<file path="src/rtl/pin_strap_regs.svh">
`ifndef PIN_STRAP_REGS_SVH
`define PIN_STRAP_REGS_SVH

// ----------------------------------------
// Register offsets
// ----------------------------------------
`define CFG_OFF 8'h00
`define GPIO_OFF 8'h04
`define IR_OFF 8'h08
`define STAT_A_OFF 8'h0C
`define STAT_B_OFF 8'h10
`define MCTL_OFF 8'h14
`define DMA_OFF 8'h18

// ----------------------------------------
// Field positions and reset values
// ----------------------------------------
`define CFG_BIT_IRQ_GPIO 4
`define CFG_BIT_GAME_DMA 3
`define STAT_BIT_CTS 4
`define STAT_BIT_DSR 5
`define STAT_BIT_RI 6
`define STAT_BIT_DCD 7
`define CFG_RST 5'h06

// ----------------------------------------
// Timing
// ----------------------------------------
`define SYNC_STAGES 3

`endif

</file>
<file path="src/rtl/pin_strap_pkg.sv">
package pin_strap_pkg;

    // ----------------------------------------
    // Types
    // ----------------------------------------
    typedef logic [4:0] strap_cfg_t;

    typedef enum logic [6:0] {
        SEL_NONE = 7'h00,
        SEL_CFG = 7'h01,
        SEL_GPIO = 7'h02,
        SEL_IR = 7'h04,
        SEL_STAT_A = 7'h08,
        SEL_STAT_B = 7'h10,
        SEL_MCTL = 7'h20,
        SEL_DMA = 7'h40
    } reg_sel_t;

endpackage

</file>
<file path="src/rtl/host_serial_pin_strap_mux.sv">
// Added by the designer: the APB slave port and the register offsets.
`timescale 1ns/1ps
`include "pin_strap_regs.svh"

// Function
// - Select bit 0: pin drives IRQ A, else GPIO1
// - Select bit 0: pin drives IRQ B, else GPIO0
// - Active terminal count ends current DMA transfer
// - IR pin: fast receive input or select-0 output
// - CTS level readable in handshake status bit 4
// - DTR driven low means controller ready
// - RTS driven low means ready to send
// - Serial data in on SIN, out on SOUT
// - Reset samples port A serial out into bit 1
// - Reset samples port B serial out into bit 3
// - Reset samples port A DTR into bit 0
// - Reset samples port A RTS into bit 2
// - Reset samples port B RTS into bit 4
// - Game/DMA bit 0 gives game pins to DMA A
module host_serial_pin_strap_mux #(
    parameter int ADDR_W = 8
) (
    // Clock and reset
    input wire logic pclk,
    input wire logic presetn,
    // APB slave
    input wire logic psel,
    input wire logic penable,
    input wire logic pwrite,
    input wire logic [ADDR_W-1:0] paddr,
    input wire logic [31:0] pwdata,
    output logic [31:0] prdata,
    output logic pready,
    output logic pslverr,
    // Host side pins
    input wire logic master_reset_in,
    input wire logic dma_transfer_end,
    input wire logic irq_request_input,
    output logic dma_request_d,
    output logic ir_module_select_2,
    input wire logic ir_fast_rx_or_select_0_i,
    output logic ir_fast_rx_or_select_0_o,
    output logic ir_fast_rx_or_select_0_oe,
    input wire logic general_pin_1_i,
    output logic general_pin_1_o,
    output logic general_pin_1_oe,
    input wire logic general_pin_0_i,
    output logic general_pin_0_o,
    output logic general_pin_0_oe,
    output logic game_wr_or_dma_req,
    input wire logic game_rd_or_dma_ack_i,
    output logic game_rd_or_dma_ack_o,
    output logic game_rd_or_dma_ack_oe,
    // Modem pins
    input wire logic clear_to_send_port_a,
    input wire logic clear_to_send_port_b,
    input wire logic data_set_ready_port_a,
    input wire logic data_set_ready_port_b,
    input wire logic carrier_detect_port_a,
    input wire logic carrier_detect_port_b,
    input wire logic ring_indicator_port_a,
    input wire logic ring_indicator_port_b,
    input wire logic serial_in_port_a,
    input wire logic serial_in_port_b_ir,
    input wire logic serial_out_port_a_i,
    output logic serial_out_port_a_o,
    output logic serial_out_port_a_oe,
    input wire logic serial_out_port_b_i,
    output logic serial_out_port_b_o,
    output logic serial_out_port_b_oe,
    input wire logic terminal_ready_port_a_i,
    output logic terminal_ready_port_a_o,
    output logic terminal_ready_port_a_oe,
    output logic terminal_ready_port_b,
    input wire logic request_send_port_a_i,
    output logic request_send_port_a_o,
    output logic request_send_port_a_oe,
    input wire logic request_send_port_b_i,
    output logic request_send_port_b_o,
    output logic request_send_port_b_oe,
    // Internal function side
    input wire logic uart_a_txd,
    input wire logic uart_b_txd,
    input wire logic irq_a_req,
    input wire logic irq_b_req,
    input wire logic dma_req_a,
    input wire logic dma_req_d_in,
    input wire logic game_rd,
    input wire logic game_wr,
    output logic uart_a_rxd,
    output logic uart_b_rxd,
    output logic irq_request_seen,
    output logic dma_ack_a,
    output logic ir_fast_rx,
    output logic dma_end_pulse,
    output logic in_master_reset
);

    // ----------------------------------------
    // Pin input synchronisers
    // ----------------------------------------
    localparam int NS = 22;
    // Filters start at each pin's idle level, with master reset held, so no false edge follows reset.
    localparam logic [NS-1:0] SYNC_RST = 22'h00DFF9;

    logic [NS-1:0] async_in;
    logic [NS-1:0] filt;

    assign async_in = {game_rd_or_dma_ack_i, ir_fast_rx_or_select_0_i,
                       general_pin_1_i, general_pin_0_i,
                       request_send_port_b_i, serial_out_port_b_i,
                       request_send_port_a_i, serial_out_port_a_i,
                       terminal_ready_port_a_i,
                       serial_in_port_b_ir, serial_in_port_a,
                       ring_indicator_port_b, ring_indicator_port_a,
                       carrier_detect_port_b, carrier_detect_port_a,
                       data_set_ready_port_b, data_set_ready_port_a,
                       clear_to_send_port_b, clear_to_send_port_a,
                       irq_request_input, dma_transfer_end, master_reset_in};

    genvar gi;
    generate
        for (gi = 0; gi < NS; gi++) begin : g_sync
            logic [`SYNC_STAGES-1:0] sh_ff;
            logic filt_ff;
            always_ff @(posedge pclk or negedge presetn) begin
                if (!presetn) begin
                    sh_ff <= {`SYNC_STAGES{SYNC_RST[gi]}};
                    filt_ff <= SYNC_RST[gi];
                end else begin
                    sh_ff <= {sh_ff[`SYNC_STAGES-2:0], async_in[gi]};
                    // A change counts only once the last two stages agree.
                    if (sh_ff[1] == sh_ff[2]) begin
                        filt_ff <= sh_ff[2];
                    end
                end
            end
            assign filt[gi] = filt_ff;
        end
    endgenerate

    logic mr_f, tc_f, irq_request_input_f, cts_a_f, cts_b_f, dsr_a_f, dsr_b_f, dcd_a_f, dcd_b_f;
    logic ri_a_f, ri_b_f, sin_a_f, sin_b_f, gpio0_f, gpio1_f, ir_f, dack_a_f;
    pin_strap_pkg::strap_cfg_t strap_f;

    assign {dack_a_f, ir_f, gpio1_f, gpio0_f, strap_f, sin_b_f, sin_a_f, ri_b_f, ri_a_f,
            dcd_b_f, dcd_a_f, dsr_b_f, dsr_a_f, cts_b_f, cts_a_f, irq_request_input_f, tc_f, mr_f} = filt;

    // ----------------------------------------
    // APB decode
    // ----------------------------------------
    pin_strap_pkg::reg_sel_t sel;
    logic setup;
    logic wr;
    logic [31:0] nxt_rdata;

    always_comb begin
        unique case (paddr[7:0])
            `CFG_OFF: sel = pin_strap_pkg::SEL_CFG;
            `GPIO_OFF: sel = pin_strap_pkg::SEL_GPIO;
            `IR_OFF: sel = pin_strap_pkg::SEL_IR;
            `STAT_A_OFF: sel = pin_strap_pkg::SEL_STAT_A;
            `STAT_B_OFF: sel = pin_strap_pkg::SEL_STAT_B;
            `MCTL_OFF: sel = pin_strap_pkg::SEL_MCTL;
            `DMA_OFF: sel = pin_strap_pkg::SEL_DMA;
            default: sel = pin_strap_pkg::SEL_NONE;
        endcase
        if (paddr[ADDR_W-1:0] != ADDR_W'(paddr[7:0])) begin
            sel = pin_strap_pkg::SEL_NONE;
        end
    end

    assign setup = psel && !penable;
    assign wr = psel && penable && pready && pwrite;

    // ----------------------------------------
    // Control registers
    // ----------------------------------------
    pin_strap_pkg::strap_cfg_t cfg_ff;
    logic [1:0] gpio_out_ff;
    logic [1:0] gpio_dir_ff;
    logic [2:0] ir_ctl_ff;
    logic [3:0] mctl_ff;
    logic tc_prev_ff;
    logic tc_sticky_ff;
    logic tc_rise;

    // While master reset is held the straps are tracked; the value seen
    // last before release stays as the power-on value.
    always_ff @(posedge pclk or negedge presetn) begin
        if (!presetn) begin
            cfg_ff <= `CFG_RST;
        end else if (mr_f) begin
            cfg_ff <= strap_f;
        end else if (wr && sel == pin_strap_pkg::SEL_CFG) begin
            cfg_ff <= pwdata[4:0];
        end
    end

    always_ff @(posedge pclk or negedge presetn) begin
        if (!presetn) begin
            gpio_out_ff <= 2'h0;
            gpio_dir_ff <= 2'h0;
            ir_ctl_ff <= 3'h0;
            mctl_ff <= 4'h0;
        end else if (wr) begin
            if (sel == pin_strap_pkg::SEL_GPIO) begin
                gpio_out_ff <= pwdata[1:0];
                gpio_dir_ff <= pwdata[3:2];
            end
            if (sel == pin_strap_pkg::SEL_IR) begin
                ir_ctl_ff <= pwdata[2:0];
            end
            if (sel == pin_strap_pkg::SEL_MCTL) begin
                mctl_ff <= pwdata[3:0];
            end
        end
    end

    // ----------------------------------------
    // Transfer end tracking
    // ----------------------------------------
    assign tc_rise = tc_f && !tc_prev_ff;

    // A new end event in the clearing cycle keeps the flag set.
    always_ff @(posedge pclk or negedge presetn) begin
        if (!presetn) begin
            tc_prev_ff <= 1'b0;
            tc_sticky_ff <= 1'b0;
            dma_end_pulse <= 1'b0;
        end else begin
            tc_prev_ff <= tc_f;
            dma_end_pulse <= tc_rise;
            if (tc_rise) begin
                tc_sticky_ff <= 1'b1;
            end else if (wr && sel == pin_strap_pkg::SEL_DMA && pwdata[0]) begin
                tc_sticky_ff <= 1'b0;
            end
        end
    end

    // ----------------------------------------
    // APB answer
    // ----------------------------------------
    always_comb begin
        nxt_rdata = 32'h0;
        unique case (sel)
            pin_strap_pkg::SEL_CFG: nxt_rdata[4:0] = cfg_ff;
            pin_strap_pkg::SEL_GPIO: nxt_rdata[5:0] = {gpio1_f, gpio0_f, gpio_dir_ff, gpio_out_ff};
            pin_strap_pkg::SEL_IR: nxt_rdata[3:0] = {ir_f, ir_ctl_ff};
            pin_strap_pkg::SEL_STAT_A: begin
                nxt_rdata[`STAT_BIT_CTS] = cts_a_f;
                nxt_rdata[`STAT_BIT_DSR] = dsr_a_f;
                nxt_rdata[`STAT_BIT_RI] = ri_a_f;
                nxt_rdata[`STAT_BIT_DCD] = dcd_a_f;
            end
            pin_strap_pkg::SEL_STAT_B: begin
                nxt_rdata[`STAT_BIT_CTS] = cts_b_f;
                nxt_rdata[`STAT_BIT_DSR] = dsr_b_f;
                nxt_rdata[`STAT_BIT_RI] = ri_b_f;
                nxt_rdata[`STAT_BIT_DCD] = dcd_b_f;
            end
            pin_strap_pkg::SEL_MCTL: nxt_rdata[3:0] = mctl_ff;
            pin_strap_pkg::SEL_DMA: nxt_rdata[1:0] = {tc_f, tc_sticky_ff};
            pin_strap_pkg::SEL_NONE: nxt_rdata = 32'h0;
        endcase
    end

    // Answer is prepared in the setup cycle, so the access phase never waits.
    always_ff @(posedge pclk or negedge presetn) begin
        if (!presetn) begin
            prdata <= 32'h0;
            pready <= 1'b0;
            pslverr <= 1'b0;
        end else begin
            pready <= setup;
            pslverr <= setup && sel == pin_strap_pkg::SEL_NONE;
            if (setup && !pwrite) begin
                prdata <= nxt_rdata;
            end
        end
    end

    // ----------------------------------------
    // Pin drive
    // ----------------------------------------
    // Strap pins float during master reset so the pulls set their level.
    always_ff @(posedge pclk or negedge presetn) begin
        if (!presetn) begin
            serial_out_port_a_oe <= 1'b0;
            serial_out_port_b_oe <= 1'b0;
            terminal_ready_port_a_oe <= 1'b0;
            request_send_port_a_oe <= 1'b0;
            request_send_port_b_oe <= 1'b0;
            serial_out_port_a_o <= 1'b1;
            serial_out_port_b_o <= 1'b1;
            terminal_ready_port_a_o <= 1'b1;
            terminal_ready_port_b <= 1'b1;
            request_send_port_a_o <= 1'b1;
            request_send_port_b_o <= 1'b1;
        end else begin
            serial_out_port_a_oe <= !mr_f;
            serial_out_port_b_oe <= !mr_f;
            terminal_ready_port_a_oe <= !mr_f;
            request_send_port_a_oe <= !mr_f;
            request_send_port_b_oe <= !mr_f;
            serial_out_port_a_o <= uart_a_txd;
            serial_out_port_b_o <= uart_b_txd;
            terminal_ready_port_a_o <= !mctl_ff[0];
            request_send_port_a_o <= !mctl_ff[1];
            terminal_ready_port_b <= !mctl_ff[2];
            request_send_port_b_o <= !mctl_ff[3];
        end
    end

    always_ff @(posedge pclk or negedge presetn) begin
        if (!presetn) begin
            general_pin_1_o <= 1'b0;
            general_pin_1_oe <= 1'b0;
            general_pin_0_o <= 1'b0;
            general_pin_0_oe <= 1'b0;
        end else if (cfg_ff[`CFG_BIT_IRQ_GPIO]) begin
            general_pin_1_o <= gpio_out_ff[1];
            general_pin_1_oe <= gpio_dir_ff[1];
            general_pin_0_o <= gpio_out_ff[0];
            general_pin_0_oe <= gpio_dir_ff[0];
        end else begin
            general_pin_1_o <= irq_a_req;
            general_pin_1_oe <= 1'b1;
            general_pin_0_o <= irq_b_req;
            general_pin_0_oe <= 1'b1;
        end
    end

    always_ff @(posedge pclk or negedge presetn) begin
        if (!presetn) begin
            ir_fast_rx_or_select_0_o <= 1'b0;
            ir_fast_rx_or_select_0_oe <= 1'b0;
            ir_module_select_2 <= 1'b0;
            ir_fast_rx <= 1'b0;
        end else begin
            ir_fast_rx_or_select_0_oe <= ir_ctl_ff[0];
            ir_fast_rx_or_select_0_o <= ir_ctl_ff[1];
            ir_module_select_2 <= ir_ctl_ff[2];
            ir_fast_rx <= !ir_ctl_ff[0] && ir_f;
        end
    end

    // DMA A acknowledge idles high while the pins serve the game port.
    always_ff @(posedge pclk or negedge presetn) begin
        if (!presetn) begin
            game_wr_or_dma_req <= 1'b0;
            game_rd_or_dma_ack_o <= 1'b0;
            game_rd_or_dma_ack_oe <= 1'b0;
            dma_ack_a <= 1'b1;
        end else begin
            game_wr_or_dma_req <= cfg_ff[`CFG_BIT_GAME_DMA] ? game_wr : dma_req_a;
            game_rd_or_dma_ack_o <= game_rd;
            game_rd_or_dma_ack_oe <= cfg_ff[`CFG_BIT_GAME_DMA];
            dma_ack_a <= cfg_ff[`CFG_BIT_GAME_DMA] || dack_a_f;
        end
    end

    always_ff @(posedge pclk or negedge presetn) begin
        if (!presetn) begin
            uart_a_rxd <= 1'b1;
            uart_b_rxd <= 1'b1;
            irq_request_seen <= 1'b0;
            dma_request_d <= 1'b0;
            in_master_reset <= 1'b1;
        end else begin
            uart_a_rxd <= sin_a_f;
            uart_b_rxd <= sin_b_f;
            irq_request_seen <= irq_request_input_f;
            dma_request_d <= dma_req_d_in;
            in_master_reset <= mr_f;
        end
    end

    // ----------------------------------------
    // Checks
    // ----------------------------------------
    a_irq_a_route: assert property (@(posedge pclk) disable iff (!presetn)
        !cfg_ff[`CFG_BIT_IRQ_GPIO] ##1 !cfg_ff[`CFG_BIT_IRQ_GPIO] && $past(presetn)
        |-> general_pin_1_oe && general_pin_1_o == $past(irq_a_req))
        else $error("irq A pin not following request");
    a_gpio0_route: assert property (@(posedge pclk) disable iff (!presetn)
        cfg_ff[`CFG_BIT_IRQ_GPIO] |=> general_pin_0_oe == $past(gpio_dir_ff[0]))
        else $error("gpio 0 direction wrong");
    a_tc_sticky: assert property (@(posedge pclk) disable iff (!presetn)
        tc_rise |=> tc_sticky_ff && dma_end_pulse ##1 !dma_end_pulse)
        else $error("transfer end not recorded");
    a_ir_dir: assert property (@(posedge pclk) disable iff (!presetn)
        ir_ctl_ff[0] |=> ir_fast_rx_or_select_0_oe && !ir_fast_rx)
        else $error("ir pin direction wrong");
    a_cts_read: assert property (@(posedge pclk) disable iff (!presetn)
        setup && !pwrite && sel == pin_strap_pkg::SEL_STAT_A
        |=> pready && prdata[`STAT_BIT_CTS] == $past(cts_a_f))
        else $error("cts level not returned");
    a_dtr_drive: assert property (@(posedge pclk) disable iff (!presetn)
        !mr_f ##1 !mr_f |-> terminal_ready_port_a_oe
        && terminal_ready_port_a_o == !$past(mctl_ff[0]))
        else $error("dtr level wrong");
    a_sout_drive: assert property (@(posedge pclk) disable iff (!presetn)
        !mr_f |=> serial_out_port_a_o == $past(uart_a_txd) && serial_out_port_a_oe)
        else $error("serial out not driven");
    a_strap_capture: assert property (@(posedge pclk) disable iff (!presetn)
        mr_f |=> cfg_ff == $past(strap_f) && !serial_out_port_b_oe)
        else $error("strap not captured");
    a_strap_hold: assert property (@(posedge pclk) disable iff (!presetn)
        !mr_f && !(wr && sel == pin_strap_pkg::SEL_CFG) |=> $stable(cfg_ff))
        else $error("config changed without write");
    a_game_dma: assert property (@(posedge pclk) disable iff (!presetn)
        !cfg_ff[`CFG_BIT_GAME_DMA] |=> game_wr_or_dma_req == $past(dma_req_a)
        && !game_rd_or_dma_ack_oe)
        else $error("game pins not on dma");

endmodule

</file>
<file path="config.mk">
export PLATFORM = sky130hd
export DESIGN_NAME = host_serial_pin_strap_mux
export DESIGN_NICKNAME = d
export VERILOG_FILES = /design/src/rtl/pin_strap_pkg.sv /design/src/rtl/host_serial_pin_strap_mux.sv
export VERILOG_INCLUDE_DIRS = /design/src /design/src/rtl
export SDC_FILE = /design/constraint.sdc
export NUM_CORES = 1
export LEC_CHECK = 0
export BUFFER_PORTS_ARGS = -buffer_cell sky130_fd_sc_hd__buf_2
export CAP_MARGIN = 20
export CORE_MARGIN = 2
export CORE_UTILIZATION = 51
export DETAILED_ROUTE_END_ITERATION = 10
export GPL_ROUTABILITY_DRIVEN = 0
export PLACE_DENSITY = 0.9
export REMOVE_ABC_BUFFERS = 1
export SLEW_MARGIN = 20
export SYNTH_ARGS = -nofsm -noshare
export SYNTH_HDL_FRONTEND = slang
export SYNTH_SLANG_ARGS = --single-unit
</file>
<file path="constraint.sdc">
create_clock -name pclk -period 2 [get_ports pclk]
set_clock_uncertainty 0.2 [all_clocks]
set_input_delay 0 -clock pclk [delete_from_list [all_inputs] [get_ports pclk]]
set_output_delay 0 -clock pclk [all_outputs]
set_load 0.05 [all_outputs]
</file>
# After elaboration in Yosys (flattened, before gate mapping)
# Cells that the tools add are included.
op_classes:
  shift: 0
  eq_ne: 35
  mux: 15
  n_div: 0
  bitwise: 0
  order_cmp: 0
  n_addsub: 0
  reduce_logical: 28
  n_mul: 0
op_table:
  columns: ["operator", "n"]
  rows:
  - ["7-bit one-hot mux with 7 select lines", 1]
  - ["8-bit by 5-bit == test with 1-bit output, second input constant", 3]
  - ["1-bit == test", 22]
  - ["8-bit by 4-bit == test with 1-bit output, second input constant", 2]
  - ["1-bit logical AND", 11]
  - ["5-bit 2-to-1 mux", 2]
  - ["2-bit one-hot mux with 5 select lines", 1]
  - ["1-bit zero test", 9]
  - ["8-bit by 3-bit == test with 1-bit output, second input constant", 1]
  - ["8-bit zero test", 1]
  - ["2-bit one-hot mux with 4 select lines", 1]
  - ["7-bit by 1-bit == test with 1-bit output, second input constant", 1]
  - ["7-bit by 2-bit == test with 1-bit output, second input constant", 1]
  - ["7-bit by 3-bit == test with 1-bit output, second input constant", 1]
  - ["7-bit by 4-bit == test with 1-bit output, second input constant", 1]
  - ["7-bit by 5-bit == test with 1-bit output, second input constant", 1]
  - ["7-bit by 6-bit == test with 1-bit output, second input constant", 1]
  - ["7-bit == test, second input constant", 1]
  - ["7-bit zero test", 1]
  - ["1-bit 2-to-1 mux", 7]
  - ["2-bit AND reduction", 3]
  - ["1-bit one-hot mux with 4 select lines", 1]
  - ["2-bit one-hot mux with 2 select lines", 1]
  - ["2-bit nonzero test", 2]
  - ["2 further kinds", 2]
totals:
  latchBits: 0
  reg_bits: 141
  out_inout_bits: 63
  input_bits: 75
  ram_bits: 0
  n_memories: 0
  mem_bits_ro: 0

# Logic depth before layout (Yosys ltp)
depth:
  ltp_word: 7
  mapped_depth: 5
  ltp_nobuf: 5

# Worst setup path before layout
# OpenSTA, ideal clock, no wires.
synth_timing:
  path_type: "reg-to-reg"
  from: "register pready"
  to: "register cfg_ff[0]"
  arrival_ns: 1.549
  path_slack_ns: 0.114
  n_path_buf: 1
  stages_incl_launch_ff: 6
  period_less_slack_ns: 1.886
  cell_sequence: "dfrtp_1 > and4_1 > buf_2 > nand4b_1 > mux2i_1 > a21oi_1"
synth_via:
  elab_chain_len: 4
synth_rtl:
  columns: ["item", "line", "rtl"]
  rows:
  - ["from (decl)", "host_serial_pin_strap_mux.sv:33", "output logic pready,"]
  - ["from (signal assigned)", "host_serial_pin_strap_mux.sv:276", "pready <= setup;"]
  - ["1-bit logical AND (2 in a row)", "host_serial_pin_strap_mux.sv:174", "assign wr = psel && penable && pready && pwrite;"]
  - ["1-bit logical AND", "host_serial_pin_strap_mux.sv:195", "end else if (wr && sel == pin_strap_pkg::SEL_CFG) begin"]
  - ["2-bit nonzero test (no source line)", null, null]
  - ["to (signal assigned)", "host_serial_pin_strap_mux.sv:192", "cfg_ff <= `CFG_RST;"]
  - ["to (signal assigned)", "host_serial_pin_strap_mux.sv:194", "cfg_ff <= strap_f;"]
  - ["to (signal assigned)", "host_serial_pin_strap_mux.sv:196", "cfg_ff <= pwdata[4:0];"]
  - ["to (decl)", "host_serial_pin_strap_mux.sv:179", "pin_strap_pkg::strap_cfg_t cfg_ff;"]
# No other way between the ends.
# A chain may end at the register's enable or synchronous reset.

# Worst setup path in the final report
layout_timing:
  from: "input paddr[2]"
  to: "register gpio_out_ff[1]"
layout_via:
  elab_chain_len: 4
layout_rtl:
  columns: ["item", "line", "rtl"]
  rows:
  - ["from (decl)", "host_serial_pin_strap_mux.sv:30", "input wire logic [ADDR_W-1:0] paddr,"]
  - ["8-bit by 5-bit == test with 1-bit output, or another cell as far along", "host_serial_pin_strap_mux.sv:158", "unique case (paddr[7:0])"]
  - ["7-bit one-hot mux with 7 select lines (*)", "host_serial_pin_strap_mux.sv:158", null]
  - ["7-bit by 2-bit == test with 1-bit output (*)", "host_serial_pin_strap_mux.sv:207", "if (sel == pin_strap_pkg::SEL_GPIO) begin"]
  - ["2-bit AND reduction (no source line) (*)", null, null]
  - ["to (signal assigned)", "host_serial_pin_strap_mux.sv:208", "gpio_out_ff <= pwdata[1:0];"]
  - ["to (decl)", "host_serial_pin_strap_mux.sv:180", "logic [1:0] gpio_out_ff;"]
# Every way passes the cells marked *; elsewhere a longest branch is shown, timed or not.

==> impl_metrics.tcl <==
set metrics [dict create \
    worst_pin_slew_ns 0.669 \
    drive_above_1_share 0.422 \
    firstDrtPassIters 4 \
    slowest_stage "nor2b_1" \
    dieArea_sq_um 10300 \
    nets 557 \
    pwr-share-seq 0.442 \
    slowest_delay_ns 0.61 \
    coreArea_sq_um 9240 \
    cp_top_family "simple AND/OR/NAND/NOR gates" \
    grt_start_max_net_pins 46 \
    netlist_instances 307 \
    syn_avg_cell_area_sq_um 15.8 \
    synth.yosys.seq_area_share 0.746 \
    yosys_warnings 0 \
    crit_type "input port to register" \
    synthMuxAreaShare 0.0556 \
    cts_buffers 17 \
    vias_per_cell 4.75 \
    fp-row-count 35 \
    grt_first_pass_wirelength_um 14800 \
    maxCapViolations 0 \
    peakVddDrop_mv 0.632 \
    vias 2963 \
    post-place-ws_ns 0.283 \
    seq_area_sq_um 3610 \
    antenna_cells 0 \
    start_util 0.524 \
    period_needed_ns 1.84 \
    min_from "penable" \
    cts_resized 0 \
    cts_max_level 4 \
    io_pins 138 \
    cts.sinks 141 \
    worstHoldPathCells 6 \
    synth_top_family_by_area "simple AND/OR/NAND/NOR gates" \
    crit_path_cell_trace "dlygate4sd3_1, buf_2, nor2b_1, nand3_2, mux2_2" \
    p_switching_mw 1.75 \
    critical_path_arrival_ns 2.04 \
    cts_tree "built" \
    synth_commonest_cells "dfrtp_1 (77), dfstp_2 (64), buf_4 (28)" \
    fmax_mhz 543 \
    hold_class "input port to register" \
    outcome "complete, no violations" \
    post-route-period-util 0.920 \
    cp_max_fo 13 \
    clkPwrFrac 0.448 \
    antenna_found_initial 0 \
    post_cts_buffers 0 \
    fillerInstances 587 \
    area.growth.synth_to_final_pct 39.3 \
    yosysUniqueCellTypes 33 \
    synth.area.top_cells "dfrtp_1 (40%), dfstp_2 (35%), maj3_1 (4.6%)" \
    start_kind "input port" \
    power_density_nw_per_um2 1070 \
    drt_iter0_drc 158 \
    power.leakage_nw 3.07 \
    dpl-instance-area_sq_um 5340 \
    slew_headroom 0.553 \
    finalSetupViolations 0 \
    multiInputGateArea_sq_um 1050 \
    reg2reg_depth 4 \
    comb_power_share 0.110 \
    track_usage 0.194 \
    switching_share 0.242 \
    gr-total-overflow 0 \
    end_kind "register" \
    reg2reg_slack_ns 0.23 \
    fin_ws_ns 0.160 \
    fin_area_sq_um 6740 \
    hold_viol_final 0 \
    crit_cells 5 \
    postRouteAntennaNets 0 \
    async_reset_ff_frac 1.00 \
    yosys.area_share.simple 0.0600 \
    wire_per_inst_um 14.7 \
    die_x_um 101 \
    ys.flop_type "dfrtp_1" \
    yosysTopAreaCellShare 0.398 \
    worstSkewPairLatency_ns 0.52 \
    timing.setup.tns_ns 0 \
    drc_errors 0 \
    synth-compound-area-share 0.0372 \
    post-route-util 0.729 \
    die_y_um 101 \
    synthAdderAreaFrac 0.0455 \
    synth_xor_area_frac 0 \
    p_total_mw 7.24 \
    grt_pass1_vias 3078 \
    io_buffers 86 \
    rr_startpoint "pready" \
    critPathBufInv 2 \
    synth.most_common_cell "dfrtp_1" \
    cts-root-buf "clkbuf_8" \
    synth_seq_cells 141 \
    hpwl_um 5560 \
    rsz0062_at_grt "no" \
    required_ns 2.19 \
    internal-power_mw 5.49 \
    wl_um 9150 \
    clk_pin_slew_ns 0.06 \
    clockBufferDepth 2 \
    syn_area_sq_um 4840 \
    synth_edf_count 0 \
    crit_start "paddr[2]" \
    slew_viol_final 0 \
    synth_top_area_cell "dfrtp_1" \
]
[registers in the layout, summed over array words and instances, names as in the netlist, 2 cells and up]
name,cells
cfg_ff,5
g_sync.filt_ff,15
g_sync.sh_ff,66
gpio_dir_ff,2
gpio_out_ff,2
ir_ctl_ff,3
mctl_ff,4
prdata,8
[layout make-up]
class / count / share of cell area
timing repair buffer: 168 / 0.188
clock inverter: 9 / 0.0189
tap: 129 / 0.0240
clock buffer: 23 / 0.0741
sequential: 141 / 0.536
multi-input combinational: 147 / 0.156
inverter: 7 / 0.00390
[cells by family (layout without fill, tap and decap cells)]
group	after synthesis	in the layout
multiplexers	25	25
AND/OR/NAND/NOR	47	47
other	1	24
adder cells (fa/ha/maj)	22	22
buffers and inverters	42	207
flip-flops	141	141
AO/OA/AOI/OAI	29	29
[routing by layer]
| metal | part of all wire | wire (um) | GRT usage |
|---|---|---|---|
| met4 | 0.015 | 140 | 0.0717 |
| met2 | 0.51 | 4680 | 0.323 |
| met5 | 0 | 0 | 0 |
| met1 | 0.41 | 3760 | 0.235 |
| met3 | 0.062 | 568 | 0.0663 |
[what timing repair did]
item                                    CTS  global route
hold endpoints to repair                197             0
hold buffers                             77             0
endpoints found under the setup margin    0             9
[power by group through the flow]
stage,sequential (mW),clock [mW],combinational (mW)
3_3_place_gp,3.23,0,0.660
2_1_floorplan,3.44,0,0.231
4_1_cts,3.20,3.30,0.800
3_5_place_dp,3.24,0,0.675
6_report,3.20,3.25,0.796
5_1_grt,3.22,3.44,0.852
[worst reg2reg max path, cell delays in order, from the launching register on]
cell and delay, ns:
dfrtp_1 0.34, and4_1 0.24, nand4b_1 0.40, mux2i_1 0.34
a21oi_1 0.11
[metrics by stage]
stage	hold slack (ns)	std cells
after CTS	0.0276	625
final	0.0499	624
after global routing	0.0495	624
after global placement	-0.221	516
after detailed placement	-0.206	516
after floorplan	-0.496	295
[path summary, 6_finish.rpt]
| check | to |
|---|---|
| min in group asynchronous | g_sync[0].sh_ff[0] |
| min | tc_sticky_ff |
| min reg2reg | g_sync[21].sh_ff[1] |
| max in group asynchronous | terminal_ready_port_a_o |
| max | gpio_out_ff[1] |
| max reg2reg | cfg_ff[3] |
[placed cells by master (no fill, tap or decap), types with 7 or more instances in the layout]
master and n:
buf_2 85, a21oi_1 9, clkbuf_16 18, nand2_1 9
dlygate4sd3_1 75, maj3_1 22, dfstp_2 64, mux2_2 15
o21ai_0 8, conb_1 24, inv_1 7, dfrtp_1 77
mux2i_1 10, nor2_1 12
No activity file was read; power rests on OpenSTA's default activity.
